**src/verilog/acs_pkg.sv**
```systemverilog
// Shared constants for the channel sequencer link: frame layout, register
// selects, range codes and the host's AHB-Lite register map.
// Assumes both ends and the bench import it whole.
package acs_pkg;

    ////////////////////////////////////////////////////////////////////////////
    // Serial frame layout, bit 15 is sent first
    localparam int FRAME_BITS = 16;
    localparam int WRITE_BIT = 15;
    localparam int SEL_MSB = 14;
    localparam int SEL_LSB = 13;
    localparam int DATA_MSB = 12;
    localparam int DATA_LSB = 5;
    localparam int ADDR_MSB = 12;
    localparam int ADDR_LSB = 10;
    localparam int SEQ_HI_BIT = 3;
    localparam int SEQ_LO_BIT = 2;
    localparam int CTRL_MSB = 12;
    localparam int CTRL_LSB = 0;
    localparam int NUM_CHANNELS = 8;

    ////////////////////////////////////////////////////////////////////////////
    // Register select codes carried in bits 14:13
    localparam logic [1:0] SEL_CONTROL = 2'h0;
    localparam logic [1:0] SEL_RANGE_LOW = 2'h1;
    localparam logic [1:0] SEL_RANGE_HIGH = 2'h2;
    localparam logic [1:0] SEL_CHAN_LIST = 2'h3;

    // Sequencer selection {sequencer_sel_hi, sequencer_sel_lo}
    localparam logic [1:0] SEQ_MANUAL = 2'h0;
    localparam logic [1:0] SEQ_LIST = 2'h1;
    localparam logic [1:0] SEQ_CONSEC = 2'h2;
    localparam logic [1:0] SEQ_MANUAL_ALT = 2'h3;

    // Range codes {range_code_upper, range_code_lower}
    localparam logic [1:0] RANGE_PM10V = 2'h0;
    localparam logic [1:0] RANGE_PM5V = 2'h1;
    localparam logic [1:0] RANGE_PM2V5 = 2'h2;
    localparam logic [1:0] RANGE_UNI10V = 2'h3;

    // Power-up contents
    localparam logic [1:0] RANGE_RESET = RANGE_PM10V;
    localparam logic [7:0] CHAN_LIST_RESET = 8'h00;
    localparam logic [12:0] CONTROL_RESET = 13'h0000;

    ////////////////////////////////////////////////////////////////////////////
    // Host register map on AHB-Lite
    localparam logic [7:0] HOST_REG_FRAME = 8'h00;
    localparam logic [7:0] HOST_REG_STATUS = 8'h04;
    localparam logic [7:0] HOST_REG_DIVIDER = 8'h08;
    localparam int STATUS_BUSY_BIT = 0;

    // Link timing: serial clock period against the system clock
    localparam int CLK_PERIOD_NS = 40;
    localparam int LINK_PERIOD_NS = 320;
    localparam logic [7:0] DIVIDER_RESET = 8'(LINK_PERIOD_NS / CLK_PERIOD_NS / 2);

endpackage

```
**src/verilog/acs_link_if.sv**
```systemverilog
// Serial link between the host controller and the sequencer device.
// Assumes the host drives every wire; the device only listens.
interface acs_link_if;
    logic sclk;
    logic csN;
    logic din;

    modport host (
        output sclk,
        output csN,
        output din
    );

    modport dev (
        input sclk,
        input csN,
        input din
    );
endinterface

```
**src/verilog/acs_device.sv**
```systemverilog
// Device end: receives 16-bit write frames, holds the control word, channel
// list and range registers, and picks the channel and range of each conversion.
// Assumes the link pins come from another clock domain and the serial clock
// runs well below a quarter of clk.
//
// Behaviour
// - Sequencer bits 00: convert addressed channel
// - Sequencer bits 11: same as manual mode
// - Bits 01: start at lowest listed channel
// - List mode: ascending order, wrap, repeat
// - Bits 10: channels 0 to final, repeat
// - Sequences use each channel's stored range
// - Eight-bit write-only channel list register
// - List bit one includes that channel
// - Frame: write, select, channels 0-7, zeros
// - Range low group: channels 0-3, A then B
// - Host writes range low with select 01
// - Stored range applied whenever channel converts
// - Range high group: channels 4-7, same layout
// - Power-up range is plus minus 10 V
// - Codes 00 10V, 01 5V, 10 2.5V, 11 unipolar
// - Store sixteen-bit frame only when write set
// - Sequence runs on while list and bits unchanged; code restarts on any control or list write, same values or not
//
// Local design decisions: the placing of the registers and the AHB-Lite register port.
module acs_device
    import acs_pkg::*;
#(
    parameter int CHANNELS = NUM_CHANNELS
)
(
    input wire logic clk,
    input wire logic resetn,
    input wire logic ce,
    acs_link_if.dev link,
    output logic convStart,
    output logic [2:0] convChannel,
    output logic [1:0] convRange,
    output logic [1:0] seqMode,
    output logic [12:0] controlWord
);

    typedef enum logic [1:0] {
        ACS_D_IDLE = 2'b01,
        ACS_D_SHIFT = 2'b10
    } acs_dstate_t;

    ////////////////////////////////////////////////////////////////////////////
    // Helpers

    // First listed channel at or after start, wrapping; fallback when empty
    function automatic logic [2:0] acsFirstFrom(input logic [7:0] list, input logic [2:0] start,
                                                input logic [2:0] fallback);
        logic [2:0] idx;
        logic found;
        found = 1'b0;
        acsFirstFrom = fallback;
        for (int i = 0; i < 8; i++) begin
            idx = start + 3'(i);
            if (!found && list[idx]) begin
                found = 1'b1;
                acsFirstFrom = idx;
            end
        end
    endfunction

    // Range field of one channel from an 8-bit group, channel 0 in the top pair
    function automatic logic [1:0] acsRangeField(input logic [7:0] group, input logic [1:0] slot);
        logic [2:0] pos;
        pos = 3'h6 - {slot, 1'b0};
        acsRangeField = group[pos +: 2];
    endfunction

    ////////////////////////////////////////////////////////////////////////////
    // Pin synchronisers; only the second stage is read by logic
    logic [1:0] sclkSync;
    logic [1:0] csSync;
    logic [1:0] dinSync;
    logic sclkPrev;
    logic csPrev;

    always_ff @(posedge clk) begin
        if (!resetn) begin
            sclkSync <= 2'b11;
            csSync <= 2'b11;
            dinSync <= 2'b00;
            sclkPrev <= 1'b1;
            csPrev <= 1'b1;
        end else if (ce) begin
            sclkSync <= {sclkSync[0], link.sclk};
            csSync <= {csSync[0], link.csN};
            dinSync <= {dinSync[0], link.din};
            sclkPrev <= sclkSync[1];
            csPrev <= csSync[1];
        end
    end

    logic sclkRise;
    logic csFall;
    assign sclkRise = sclkSync[1] && !sclkPrev;
    assign csFall = !csSync[1] && csPrev;

    ////////////////////////////////////////////////////////////////////////////
    // Frame receiver
    acs_dstate_t state;
    logic [14:0] shiftReg;
    logic [3:0] bitCnt;
    logic frameDone;
    logic [15:0] frame;

    always_ff @(posedge clk) begin
        if (!resetn) begin
            state <= ACS_D_IDLE;
            shiftReg <= 15'h0000;
            bitCnt <= 4'h0;
            frameDone <= 1'b0;
            frame <= 16'h0000;
        end else if (ce) begin
            frameDone <= 1'b0;
            case (state)
                ACS_D_IDLE: begin
                    bitCnt <= 4'h0;
                    if (csFall) begin
                        state <= ACS_D_SHIFT;
                    end
                end
                ACS_D_SHIFT: begin
                    // A frame cut short by chip select is dropped whole
                    if (csSync[1]) begin
                        state <= ACS_D_IDLE;
                    end else if (sclkRise) begin
                        shiftReg <= {shiftReg[13:0], dinSync[1]};
                        bitCnt <= bitCnt + 4'h1;
                        if (bitCnt == 4'(FRAME_BITS - 1)) begin
                            frame <= {shiftReg, dinSync[1]};
                            frameDone <= 1'b1;
                            state <= ACS_D_IDLE;
                        end
                    end
                end
                default: state <= ACS_D_IDLE;
            endcase
        end
    end

    ////////////////////////////////////////////////////////////////////////////
    // Register decode of a finished frame
    logic frameWrite;
    logic [1:0] frameSel;
    logic [7:0] frameData;
    logic [7:0] chanList;
    logic [7:0] rangeLow;
    logic [7:0] rangeHigh;
    logic [7:0] next_chanList;
    logic [7:0] next_rangeLow;
    logic [7:0] next_rangeHigh;
    logic [12:0] next_controlWord;
    logic restart;

    assign frameWrite = frameDone && frame[WRITE_BIT];
    assign frameSel = frame[SEL_MSB:SEL_LSB];
    assign frameData = frame[DATA_MSB:DATA_LSB];

    always_comb begin
        next_chanList = chanList;
        next_rangeLow = rangeLow;
        next_rangeHigh = rangeHigh;
        next_controlWord = controlWord;
        restart = 1'b0;
        if (frameWrite) begin
            case (frameSel)
                SEL_CONTROL: begin
                    next_controlWord = frame[CTRL_MSB:CTRL_LSB];
                    restart = 1'b1;
                end
                SEL_RANGE_LOW: next_rangeLow = frameData;
                SEL_RANGE_HIGH: next_rangeHigh = frameData;
                SEL_CHAN_LIST: begin
                    next_chanList = frameData;
                    restart = 1'b1;
                end
                default: next_controlWord = controlWord;
            endcase
        end
    end

    // Write-only storage: nothing here can be read back over the link
    always_ff @(posedge clk) begin
        if (!resetn) begin
            chanList <= CHAN_LIST_RESET;
            rangeLow <= {4{RANGE_RESET}};
            rangeHigh <= {4{RANGE_RESET}};
            controlWord <= CONTROL_RESET;
        end else if (ce) begin
            chanList <= next_chanList;
            rangeLow <= next_rangeLow;
            rangeHigh <= next_rangeHigh;
            controlWord <= next_controlWord;
        end
    end

    assign seqMode = {controlWord[SEQ_HI_BIT], controlWord[SEQ_LO_BIT]};

    ////////////////////////////////////////////////////////////////////////////
    // Channel sequencing; one step per finished frame, whatever its write flag
    logic [1:0] next_mode;
    logic [2:0] next_addr;
    logic [7:0] listOrder;
    logic [2:0] next_channel;
    logic [1:0] next_range;

    assign next_mode = {next_controlWord[SEQ_HI_BIT], next_controlWord[SEQ_LO_BIT]};
    assign next_addr = next_controlWord[ADDR_MSB:ADDR_LSB];

    // Channel 0 sits in the top data bit, so reverse into index order
    always_comb begin
        for (int i = 0; i < CHANNELS; i++) begin
            listOrder[i] = next_chanList[CHANNELS - 1 - i];
        end
    end

    always_comb begin
        case (next_mode)
            SEQ_LIST: begin
                if (restart) begin
                    next_channel = acsFirstFrom(listOrder, 3'h0, 3'h0);
                end else begin
                    next_channel = acsFirstFrom(listOrder, convChannel + 3'h1, convChannel);
                end
            end
            SEQ_CONSEC: begin
                if (restart || convChannel >= next_addr) begin
                    next_channel = 3'h0;
                end else begin
                    next_channel = convChannel + 3'h1;
                end
            end
            SEQ_MANUAL: next_channel = next_addr;
            SEQ_MANUAL_ALT: next_channel = next_addr;
            default: next_channel = next_addr;
        endcase
        // Latest stored code follows the channel in every mode
        if (next_channel[2]) begin
            next_range = acsRangeField(next_rangeHigh, next_channel[1:0]);
        end else begin
            next_range = acsRangeField(next_rangeLow, next_channel[1:0]);
        end
    end

    always_ff @(posedge clk) begin
        if (!resetn) begin
            convChannel <= 3'h0;
            convRange <= RANGE_RESET;
        end else if (ce && frameDone) begin
            convChannel <= next_channel;
            convRange <= next_range;
        end
    end

    // Conversion begins at the start of the next frame with the chosen channel
    always_ff @(posedge clk) begin
        if (!resetn) begin
            convStart <= 1'b0;
        end else if (ce) begin
            convStart <= csFall && state == ACS_D_IDLE;
        end
    end

endmodule

```
**src/flat_wrapper.sv**
```systemverilog
// flat-port wrapper written by rule: the top's interface ports become plain ports
module acs_device_flat import acs_pkg::*;
#(
    parameter int CHANNELS = NUM_CHANNELS
)
  (clk, resetn, ce, convStart, convChannel, convRange, seqMode, controlWord, link_sclk, link_csN, link_din);
  acs_link_if link_i ();
  input wire logic clk;
  input wire logic resetn;
  input wire logic ce;
  output logic convStart;
  output logic [2:0] convChannel;
  output logic [1:0] convRange;
  output logic [1:0] seqMode;
  output logic [12:0] controlWord;
  input wire logic [$bits(link_i.sclk)-1:0] link_sclk;
  input wire logic [$bits(link_i.csN)-1:0] link_csN;
  input wire logic [$bits(link_i.din)-1:0] link_din;
  assign link_i.sclk = link_sclk;
  assign link_i.csN = link_csN;
  assign link_i.din = link_din;
  acs_device #(.CHANNELS(CHANNELS)) u_core (.clk(clk), .resetn(resetn), .ce(ce), .link(link_i), .convStart(convStart), .convChannel(convChannel), .convRange(convRange), .seqMode(seqMode), .controlWord(controlWord));
endmodule
```
**config.mk**
```make
export PLATFORM = sky130hd
export DESIGN_NAME = acs_device_flat
export DESIGN_NICKNAME = d
export VERILOG_FILES = /design/src/verilog/acs_pkg.sv /design/src/verilog/acs_link_if.sv /design/src/verilog/acs_device.sv /design/src/flat_wrapper.sv
export SDC_FILE = /design/constraint.sdc
export NUM_CORES = 1
export LEC_CHECK = 0
export ABC_CLOCK_PERIOD_IN_PS = 6900
export BUFFER_PORTS_ARGS = -buffer_cell sky130_fd_sc_hd__buf_2
export CAP_MARGIN = 20
export CORE_AREA = 4 4 87 110
export DETAILED_ROUTE_END_ITERATION = 12
export DIE_AREA = 0 0 91 114
export PLACE_DENSITY = 0.84
export SKIP_LAST_GASP = 1
export SLEW_MARGIN = 40
export SYNTH_ARGS = -nofsm -noshare
export SYNTH_HDL_FRONTEND = slang
export SYNTH_SLANG_ARGS = --single-unit
```
**constraint.sdc**
```tcl
create_clock -name clk -period 6.9 [get_ports clk]
set_input_delay 1.035 -clock clk [delete_from_list [all_inputs] [get_ports clk]]
set_output_delay 1.035 -clock clk [all_outputs]
set_load 0.03 [all_outputs]
```
==> summary.md, run 1 <==
| Metric | Value |
|---|---|
| Status | `completed` |
| ANT cells | `0` |
| Grt total ovfl | `0` |
| Worst clock skew | `between 0.008 and 0.009 ns` |
| Largest fanout on the critical path | `25` |
| FFs w/ async S/R, synth | `0%` |
| Wirelength per Cell | `about 18 um` |
| Num Clock Sinks | `89` |
| Sequential fraction of the synthesis area | `between 30% and 40%` |
| Clock Path Buffers | `2` |
| Gate Count Post-Synth | `~640` |
| R2r startpoint | `u_core.convChannel[0]$_SDFFE_PN0P_` |
| Commonest non-fill, non-tap cell in the layout | `nand2_1` |
| Worst-skew pair later-pin latency | `between 0.3 and 0.4 ns` |
| Std-Cell Rows | `38` |
| Worst r2r path cells | `14` |
| Area occupied by multi-input gates | `approximately 3400 um^2` |
| Ys flop type | `dfxtp_1` |
| CORE AREA | `approximately 8600 um^2` |
| Cts repair resizes | `0` |
| Maxcap violations | `0` |
| EDFF count, synth | `0` |
| Final setup fails | `0` |
| Setup CP Type | `reg -> reg` |
| Die X | `~90 um` |
| Pwr Density | `around 170 nW/um^2` |
| Largest net degree at the start of global routing | `67` |
| # IOs | `27` |
| GR Util All Layers | `roughly a quarter` |
| Post-route setup TNS | `0 ns` |
| Relative slew slack | `50.4%` |
| Register area | `about 1800 um^2` |
| DRT iter0 DRCs | `367` |
| RSZ-0062 raised after global routing | `false` |
| Drc violations | `0` |
| Initial antenna violation count | `0` |
| Clock slew at reported path FFs | `roughly 0.08 ns` |
| Hold WC Path Type | `reg -> reg` |
| Min-delay src | `u_core.frame[1]$_SDFFE_PN0P_` |
| DP HPWL | `about 9400 um` |
| R2r setup slk | `between 1.5 and 2 ns` |
| RePlAce Congestion | `between 0.9 and 1` |
| Max-slew violations | `0` |
| Fmax | `0.197 GHz` |
| Antenna Violating Nets Remaining | `0` |
| Post-DR vias/cell | `about 6.3` |
| Post-synth cell types | `67` |
| CTS Root Cell | `clkbuf_8` |
| Worst slew pin tran | `between 0.7 and 0.8 ns` |
| Placed instance area | `~5600 um^2` |
| CP arrival | `5.34 ns` |
| YS warnings | `0` |
| Buffers on Ports | `26` |
| Most frequent cells in the layout | `nand2_1, dfxtp_1, a21boi_0` |
| Post-Syn Nets | `between 600 and 700` |
| Total CTS buffers | `9` |
| Initial Utilization | `between 60% and 70%` |
| Post-layout nets | `between 600 and 700` |
| Post-Syn Area per Cell | `around 8.5 um^2` |
| Worst hold endpoint | `u_core.controlWord[1]$_SDFFE_PN0P_` |
| Vias | `roughly 4700` |
| Period utilization | `between 70 and 80%` |
| Worst setup startpoint | `u_core.convChannel[0]$_SDFFE_PN0P_` |
| Lkg Pwr | `2.20 nW` |
| Setup WS post-layout | `~1.8 ns` |
| Pre-CTS worst setup slack | `1.92 ns` |
| Fill count | `a little under 700` |
| Setup Fix Bufs, Post-CTS | `0` |
| Hold path depth | `2` |
| Hold Buf Count CTS | `0` |
| Share of cells above drive strength 1 | `between 10% and 20%` |
| First-pass GRT wire length | `around 22000 um` |
| Flops & latches, synth | `between 80 and 90` |
| Final Critical Period | `5.09 ns` |
| Final hold violations | `0` |
| CP endpoint kind | `flip-flop` |
| H-tree Lvls | `3` |
| Syn Std Cell Area | `about 5500 um^2` |
| Peak VDD IR | `0.185 mV` |
| Pre-antenna DRT Iters | `8` |
| Final Cell Area | `5790 um^2` |
| Routed wire length | `between 10000 and 15000 um` |
| Layout area overhead | `6.24%` |
| Die ar. | `around 10000 um^2` |
| CTS tree | `yes` |
| CP Data Required Time | `slightly above 7 ns` |
| R2R Path End | `u_core.convRange[0]$_SDFFE_PN0P_` |
| Die H | `around 110 um` |
| Worst setup SP type | `flip-flop` |
| Vias in the first global route | `4609` |
==> cell usage after synthesis, types with 3 or more instances <==
cell type / number / share of area [%]
and3_1: 4 / 0.46
o21a_1: 3 / 0.41
mux4_2: 9 / 3.7
inv_1: 13 / 0.89
and2_1: 6 / 0.69
mux2i_1: 25 / 4.6
a22oi_1: 5 / 0.69
o22ai_1: 3 / 0.34
a21oi_1: 17 / 1.6
nand2_1: 170 / 12
xor2_1: 4 / 0.64
dfxtp_1: 89 / 33
nand4_1: 6 / 0.69
nor3_1: 6 / 0.55
o31a_1: 4 / 0.64
mux4_1: 11 / 5.3
nand2b_1: 7 / 0.80
nor2b_1: 6 / 0.69
buf_4: 4 / 0.55
clkbuf_1: 32 / 2.2
a211oi_1: 3 / 0.41
o21ai_0: 13 / 1.2
mux2_2: 9 / 1.9
a21boi_0: 71 / 9.8
o22a_1: 4 / 0.64
nand3_1: 18 / 1.7
nor2_1: 30 / 2.1
ha_1: 14 / 3.2
a221oi_1: 3 / 0.48
o21ai_1: 3 / 0.28
==> critical path, cell delays in order (launching register included) <==
cell	delay, ns
dfxtp_1	0.32
buf_4	0.27
inv_2	0.23
ha_1	0.84
inv_2	0.22
mux4_2	0.57
a22oi_1	0.39
and2_1	0.23
o21ai_1	0.18
o31a_1	0.37
o211ai_4	0.39
mux4_1	0.60
mux2i_1	0.14
mux2_2	0.16
o21ai_1	0.05
==> cell type report <==
cell class                 count  area share [%]
multi-input combinational    497            59.4
sequential                    89            30.7
clock buffer                  12            2.50
timing repair buffer          28            2.50
tap                          100            2.16
clock inverter                 4            1.71
inverter                      15           0.972
==> layer usage <==
layer  wire length [um]  track usage (%)  part of all wire (%)
met1               5240             28.3                    40
met2               6760             46.6                    51
met3                579             3.89                   4.4
met4                599             16.3                   4.5
met5                  0                0                     0
==> metrics by stage <==
stage / power, mW / util, % / hold WS [ns] / std cells
after floorplan: 0.552 / - / 0.432 / 642
after global placement: 0.557 / 64.8 / 0.445 / 729
after detailed placement: 0.558 / 64.9 / 0.460 / 729
after CTS: 0.985 / 67.7 / 0.472 / 745
after global routing: 1.01 / 67.7 / 0.495 / 745
final: 0.978 / 67.7 / 0.468 / 745
==> registers in the layout, summed over array words and instances (netlist names), 3 cells and up <==
name and flops:
u_core.chanList 8, u_core.bitCnt 4, u_core.rangeLow 8, u_core.frame 16
u_core.convChannel 3, u_core.controlWord 13, u_core.rangeHigh 8, u_core.shiftReg 15
==> worst max path at each step <==
stage,end,slack [ns],depth (start not counted)
final,u_core.convRange[0]$_SDFFE_PN0P_,1.81,14
after global routing,u_core.convRange[1]$_SDFFE_PN0P_,1.54,14
after CTS,u_core.convRange[0]$_SDFFE_PN0P_,1.90,14
after detailed placement,u_core.convRange[0]$_SDFFE_PN0P_,1.92,14
after global placement,u_core.convRange[1]$_SDFFE_PN0P_,1.99,14
after floorplan,u_core.convRange[1]$_SDFFE_PN0P_,2.42,15
==> power breakdown <==
part	leakage (nW)	switching [mW]	internal (mW)	total [mW]
sequential	0.718	0.00210	0.516	0.518
clock	0.121	0.179	0.252	0.431
combinational	1.36	0.0162	0.0124	0.0286
total	2.20	0.197	0.780	0.978
==> cells by family after synthesis <==
| group | synth area share [%] |
|---|---|
| simple gates | 21.4 |
| compound gates | 20.5 |
| flops | 32.7 |
| mux | 16.2 |
| buf+inv | 4.31 |
| fa+ha+maj | 3.21 |
| xor+xnor | 1.70 |
(Power assumes the default switching activity.)
==> run 2: changes to the inputs <==
--- a/config.mk
+++ b/config.mk
@@ -5,13 +5,13 @@
 export SDC_FILE = /design/constraint.sdc
 export NUM_CORES = 1
 export LEC_CHECK = 0
-export ABC_CLOCK_PERIOD_IN_PS = 6900
+export ABC_CLOCK_PERIOD_IN_PS = 4500
 export BUFFER_PORTS_ARGS = -buffer_cell sky130_fd_sc_hd__buf_2
 export CAP_MARGIN = 20
-export CORE_AREA = 4 4 87 110
+export CORE_AREA = 4 4 94 118
 export DETAILED_ROUTE_END_ITERATION = 12
-export DIE_AREA = 0 0 91 114
-export PLACE_DENSITY = 0.84
+export DIE_AREA = 0 0 98 122
+export PLACE_DENSITY = 0.77
 export SKIP_LAST_GASP = 1
 export SLEW_MARGIN = 40
 export SYNTH_ARGS = -nofsm -noshare
==> constraint.sdc (replaced) <==
create_clock -name clk -period 4.5 [get_ports clk]
set_input_delay 0.675 -clock clk [delete_from_list [all_inputs] [get_ports clk]]
set_output_delay 0.675 -clock clk [all_outputs]
set_load 0.03 [all_outputs]
==> run 2 against run 1 <==
Compared with the run above: fmax rose by 20%; non-clock buffer count up 11; first-iteration DRC count up 5.2%; largest power group is now clock; highest routed layer unchanged.
==> summary.md, run 2 (synthesis gave the netlist of run 1 again) <==
| Metric | Value |
|---|---|
| Routed wire length | `between 10000 and 15000 um` |
| Fmax | `0.236 GHz` |
| Maxcap violations | `0` |
| Worst path slowest cell | `mux4_1` |
| Commonest non-fill, non-tap cell in the layout | `nand2_1` |
| Vias | `4767` |
| CP arrival | `4.48 ns` |
| CP Data Required Time | `around 4.7 ns` |
| Crit-path max cell delay | `about 0.62 ns` |
| Die X | `98 um` |
| Max reg flops | `16` |
| CTS Root Cell | `clkbuf_16` |
| Most frequent cells in the layout | `nand2_1, dfxtp_1, a21boi_0` |
| Buffers on Ports | `26` |
| Largest regs | `u_core.frame x16, u_core.shiftReg x15, u_core.controlWord x13` |
| Cells along the critical path | `inv_2 -> ha_1 -> buf_4 -> mux2i_1 -> mux2i_1 -> mux2i_1 -> mux2_2 -> a311oi_1 -> o311ai_2 -> o211ai_4 -> mux4_1 -> mux2i_1 -> mux2_2 -> o21ai_1` |
| Max-slew violations | `0` |
| Peak VDD IR | `approximately 0.32 mV` |
| CP endpoint kind | `flip-flop` |
| Share of cells above drive strength 1 | `between 10% and 20%` |
| Final Critical Period | `around 4.2 ns` |
| Lkg Pwr | `~2.3 nW` |
| Setup WS post-layout | `0.254 ns` |
| Relative slew slack | `a little over half` |
| H-tree Lvls | `3` |
| Clock slew at reported path FFs | `0.06 ns` |
| Pwr Density | `277 nW/um^2` |
| Largest net degree at the start of global routing | `55` |
| Drc violations | `0` |
| Wirelength per Cell | `between 15 and 20 um` |
| Placed instance area | `~5700 um^2` |
| Largest register by flop count | `u_core.frame` |
| Worst slew pin tran | `roughly 0.7 ns` |
| Antenna Violating Nets Remaining | `0` |
| Layout area overhead | `10.4%` |
| Fill count | `between 800 and 900` |
| Initial antenna violation count | `0` |
| Pre-CTS worst setup slack | `about 0.21 ns` |
| Worst clock skew | `between 0.006 and 0.007 ns` |
| # IOs | `27` |
| Std-Cell Rows | `just over 40` |
| Hold WC Path Type | `reg -> reg` |
| CORE AREA | `around 10000 um^2` |
| Initial Utilization | `a little over half` |
| ANT cells | `0` |
| DP HPWL | `roughly 9600 um` |
| Post-layout nets | `around 670` |
| Status | `completed` |
| RePlAce Congestion | `slightly below 1` |
| Worst-skew pair later-pin latency | `0.34 ns` |
| Die H | `122 um` |
| Worst setup SP type | `flip-flop` |
| Vias in the first global route | `around 4700` |
| Final setup fails | `0` |
| Grt total ovfl | `0` |
| First-pass GRT wire length | `between 20000 and 25000 um` |
| Total CTS buffers | `9` |
| Largest fanout on the critical path | `9` |
| Pre-antenna DRT Iters | `5` |
| Final Cell Area | `6020 um^2` |
| Register area | `1780 um^2` |
| Hold Buf Count CTS | `0` |
| Die ar. | `12000 um^2` |
| Period utilization | `a little over nine tenths` |
| CTS tree | `yes` |
| DRT iter0 DRCs | `between 300 and 400` |
| Setup CP Type | `reg -> reg` |
| Final hold violations | `0` |
| Pwr Total | `roughly 1.7 mW` |
| RSZ-0062 raised after global routing | `false` |
| Post-route setup TNS | `0 ns` |
| GR Util All Layers | `22.7%` |
| Num Clock Sinks | `89` |
| Post-DR vias/cell | `6.07` |
| Area occupied by multi-input gates | `3450 um^2` |
| Clock Path Buffers | `2` |
| CP dominant cell by count | `mux2i_1` |
[run 2: repair_timing]
item                       CTS  global route
buffers inserted             0             0
setup endpoints to repair    0             2
gates resized for setup      0             1
[run 2: power breakdown]
part | leakage (nW) | switching [mW] | internal [mW]
clock network | 0.169 | 0.297 | 0.532
registers | 0.718 | 0.00319 | 0.792
logic | 1.41 | 0.0239 | 0.0191
[run 2: stage by stage]
| step | hold WS (ns) | instances | util (%) |
|---|---|---|---|
| final | 0.460 | 785 | 60.2 |
| after global routing | 0.487 | 785 | 60.2 |
| after CTS | 0.464 | 785 | 60.1 |
| after detailed placement | 0.449 | 769 | 56.7 |
| after global placement | 0.444 | 769 | 56.6 |
| after floorplan | 0.432 | 642 | - |
[run 2: path summary, 6_finish.rpt]
kind / to / from / slack [ns] / depth (start not counted)
min reg2reg: u_core.sclkPrev$_SDFFE_PN1P_ / u_core.sclkPrev$_SDFFE_PN1P_ / 0.46 / 2
max reg2reg: u_core.convRange[1]$_SDFFE_PN0P_ / u_core.convChannel[0]$_SDFFE_PN0P_ / 0.25 / 14
min: u_core.sclkPrev$_SDFFE_PN1P_ / u_core.sclkPrev$_SDFFE_PN1P_ / 0.46 / 2
max: u_core.convRange[1]$_SDFFE_PN0P_ / u_core.convChannel[0]$_SDFFE_PN0P_ / 0.25 / 14
[run 2: final cells by class]
cell class,count,area share (%)
Multi-Input combinational cell,497,57.3
Sequential cell,89,29.6
Timing Repair Buffer,39,3.82
Clock inverter,4,1.23
Tap cell,129,2.68
Inverter,15,0.935
Clock buffer,12,4.42
[run 2: per-layer routing]
| metal | track usage [%] | wire [um] | up-vias |
|---|---|---|---|
| met3 | 3.72 | 697 | 45 |
| met5 | 0 | 0 | - |
| met4 | 12.7 | 517 | 0 |
| met2 | 39.9 | 6840 | 183 |
| met1 | 26.2 | 5280 | 2246 |
| li1 | - | - | 2293 |
[run 2: critical path, delay by kind of cell (launching register included)]
family	cells	cell delay, ns
muxes	7	2.17
buffers and inverters	2	0.26
AOI/OAI and AO/OA	4	0.97
adders and majority gates	1	0.34
DFF	1	0.41
==> run 3: changes to the inputs <==
--- a/config.mk
+++ b/config.mk
@@ -5,13 +5,13 @@
 export SDC_FILE = /design/constraint.sdc
 export NUM_CORES = 1
 export LEC_CHECK = 0
-export ABC_CLOCK_PERIOD_IN_PS = 4500
+export ABC_AREA = 0
+export ABC_CLOCK_PERIOD_IN_PS = 5300
 export BUFFER_PORTS_ARGS = -buffer_cell sky130_fd_sc_hd__buf_2
-export CAP_MARGIN = 20
-export CORE_AREA = 4 4 94 118
+export CORE_AREA = 4 4 87 110
 export DETAILED_ROUTE_END_ITERATION = 12
-export DIE_AREA = 0 0 98 122
-export PLACE_DENSITY = 0.77
+export DIE_AREA = 0 0 91 114
+export PLACE_DENSITY = 0.84
 export SKIP_LAST_GASP = 1
 export SLEW_MARGIN = 40
 export SYNTH_ARGS = -nofsm -noshare
==> constraint.sdc (replaced) <==
create_clock -name clk -period 5.3 [get_ports clk]
set_input_delay 0.795 -clock clk [delete_from_list [all_inputs] [get_ports clk]]
set_output_delay 0.795 -clock clk [all_outputs]
set_load 0.03 [all_outputs]
==> run 3 against run 2 <==
Compared with the run above: clock skew up 0.0022 ns; register-to-register slack better by 0.45 ns; via count down 2.2%; critical path type unchanged; largest power group is now sequential cells; highest routed layer unchanged.
==> summary.md, run 3 (synthesis gave the netlist of run 1 again) <==
| Metric | Value |
|---|---|
| Wirelength per Cell | `roughly 18 um` |
| Final setup fails | `0` |
| Status | `completed` |
| Antenna Violating Nets Remaining | `0` |
| # IOs | `27` |
| Routed wire length | `13200 um` |
| CTS Root Cell | `clkbuf_8` |
| CP arrival | `slightly below 5 ns` |
| Post-route setup TNS | `0 ns` |
| Worst-skew pair later-pin latency | `about 0.36 ns` |
| CP Data Required Time | `between 5 and 6 ns` |
| Die X | `91 um` |
| Setup WS post-layout | `between 0.7 and 0.8 ns` |
| Largest fanout on the critical path | `13` |
| DRT iter0 DRCs | `around 420` |
| Post-DR vias/cell | `~6.2` |
| Max reg flops | `16` |
| Period utilization | `86.7%` |
| Peak VDD IR | `between 0.15 and 0.2 mV` |
| CTS tree | `yes` |
| Share of cells above drive strength 1 | `between 10% and 20%` |
| DP HPWL | `~9400 um` |
| Worst setup SP type | `flip-flop` |
| Commonest non-fill, non-tap cell in the layout | `nand2_1` |
| Vias | `about 4700` |
| Largest register by flop count | `u_core.frame` |
| Grt total ovfl | `0` |
| Critical Path Sink | `u_core.convRange[0]$_SDFFE_PN0P_` |
| Setup CP Type | `reg -> reg` |
| Worst clock skew | `between 0.008 and 0.009 ns` |
| Lkg Pwr | `2.20 nW` |
| Largest regs | `u_core.frame x16, u_core.shiftReg x15, u_core.controlWord x13` |
| RePlAce Congestion | `0.981` |
| Most frequent cells in the layout | `nand2_1, dfxtp_1, a21boi_0` |
| Hold WC Path Type | `reg -> reg` |
| Buffers on Ports | `26` |
| RSZ-0062 raised after global routing | `false` |
| Die ar. | `10400 um^2` |
| R2R Path End | `u_core.convRange[0]$_SDFFE_PN0P_` |
| Cts repair resizes | `0` |
| Pre-CTS worst setup slack | `~0.75 ns` |
| Hold Buf Count CTS | `0` |
| Pwr Total | `1.23 mW` |
| Final hold slack | `roughly 0.46 ns` |
| Drc violations | `0` |
| Max-slew violations | `0` |
| First-pass GRT wire length | `21200 um` |
| Core Util, Final | `between 60 and 70%` |
| H-tree Lvls | `3` |
| Final Critical Period | `4.59 ns` |
| Worst r2r path cells | `13` |
| Die H | `around 110 um` |
| GR Util All Layers | `between 20% and 30%` |
| Vias in the first global route | `between 4000 and 5000` |
| Post-layout nets | `~660` |
| Setup Fix Bufs, Post-CTS | `0` |
| Worst slew pin tran | `between 0.7 and 0.8 ns` |
| Total CTS buffers | `9` |
| CORE AREA | `between 8000 and 9000 um^2` |
| Initial antenna violation count | `0` |
| Pwr Density | `between 200 and 250 nW/um^2` |
| ANT cells | `0` |
| R2r setup slk | `slightly above 0.7 ns` |
| Layout area overhead | `6.24%` |
| Relative slew slack | `51.8%` |
| R2r startpoint | `u_core.convChannel[1]$_SDFFE_PN0P_` |
| Pre-antenna DRT Iters | `5` |
| Fmax | `0.218 GHz` |
| Maxcap violations | `0` |
| CP endpoint kind | `flip-flop` |
| Clock Path Buffers | `2` |
| Largest net degree at the start of global routing | `between 70 and 80` |
| Std-Cell Rows | `38` |
| Initial Utilization | `~64%` |
| Worst setup startpoint | `u_core.convChannel[1]$_SDFFE_PN0P_` |
| Final hold violations | `0` |
| Clock slew at reported path FFs | `about 0.08 ns` |
| Num Clock Sinks | `89` |
==> run 3: cell types whose count changed in the layout (fill, tap and decap cells not counted), sizes merged <==
cell	previous run	this run
buf	39	30
clkinv	2	1
inv	15	16
==> run 3: critical path: stages, from the launching register on <==
cell and delay [ns]:
dfxtp_1 0.41, ha_1 0.72, buf_4 0.25, mux2i_1 0.10, mux2i_1 0.54, mux2i_1 0.23, mux2_2 0.35, a311oi_1 0.42
o311ai_2 0.22, o211ai_4 0.22, mux4_1 0.62, mux2i_1 0.17, mux2_2 0.17, o21ai_1 0.05
==> run 3: area by class of cell <==
cell class                      instances  area (um^2)
Timing Repair Buffer                   30          160
Multi-Input combinational cell        497         3440
Inverter                               15         56.3
Clock inverter                          4         73.8
Fill cell                             680         2760
Clock buffer                           12          155
Tap cell                              100          125
Sequential cell                        89         1780
==> run 3: power breakdown <==
group	leakage, nW	switching, mW	internal, mW	total (mW)
Clock	0.117	0.231	0.292	0.524
Combinational	1.36	0.0199	0.0161	0.0361
Sequential	0.718	0.00268	0.672	0.674
Total	2.20	0.254	0.980	1.23
==> run 3: worst min-delay path by stage <==
stage | start | endpoint | slack, ns | cells after the start
floorplan | u_core.sclkPrev$_SDFFE_PN1P_ | u_core.sclkPrev$_SDFFE_PN1P_ | 0.43 | 2
global placement | u_core.sclkPrev$_SDFFE_PN1P_ | u_core.sclkPrev$_SDFFE_PN1P_ | 0.44 | 2
detailed placement | u_core.controlWord[1]$_SDFFE_PN0P_ | u_core.controlWord[1]$_SDFFE_PN0P_ | 0.45 | 2
CTS | u_core.controlWord[1]$_SDFFE_PN0P_ | u_core.controlWord[1]$_SDFFE_PN0P_ | 0.46 | 2
global route | u_core.rangeHigh[3]$_SDFFE_PN0P_ | u_core.rangeHigh[3]$_SDFFE_PN0P_ | 0.48 | 2
finish | u_core.controlWord[1]$_SDFFE_PN0P_ | u_core.controlWord[1]$_SDFFE_PN0P_ | 0.46 | 2
==> run 3: layer usage <==
metal | wire (um) | global-route usage [%]
met1 | 5240 | 28.8
met2 | 6760 | 45.2
met3 | 566 | 2.84
met4 | 635 | 16.8
met5 | 0 | 0
==> run 3: through the flow <==
stage               cell area [um^2]  cells
CTS                             5790    747
finish                          5790    747
floorplan                       5450    642
global route                    5790    747
detailed placement              5570    731
global placement                5560    731
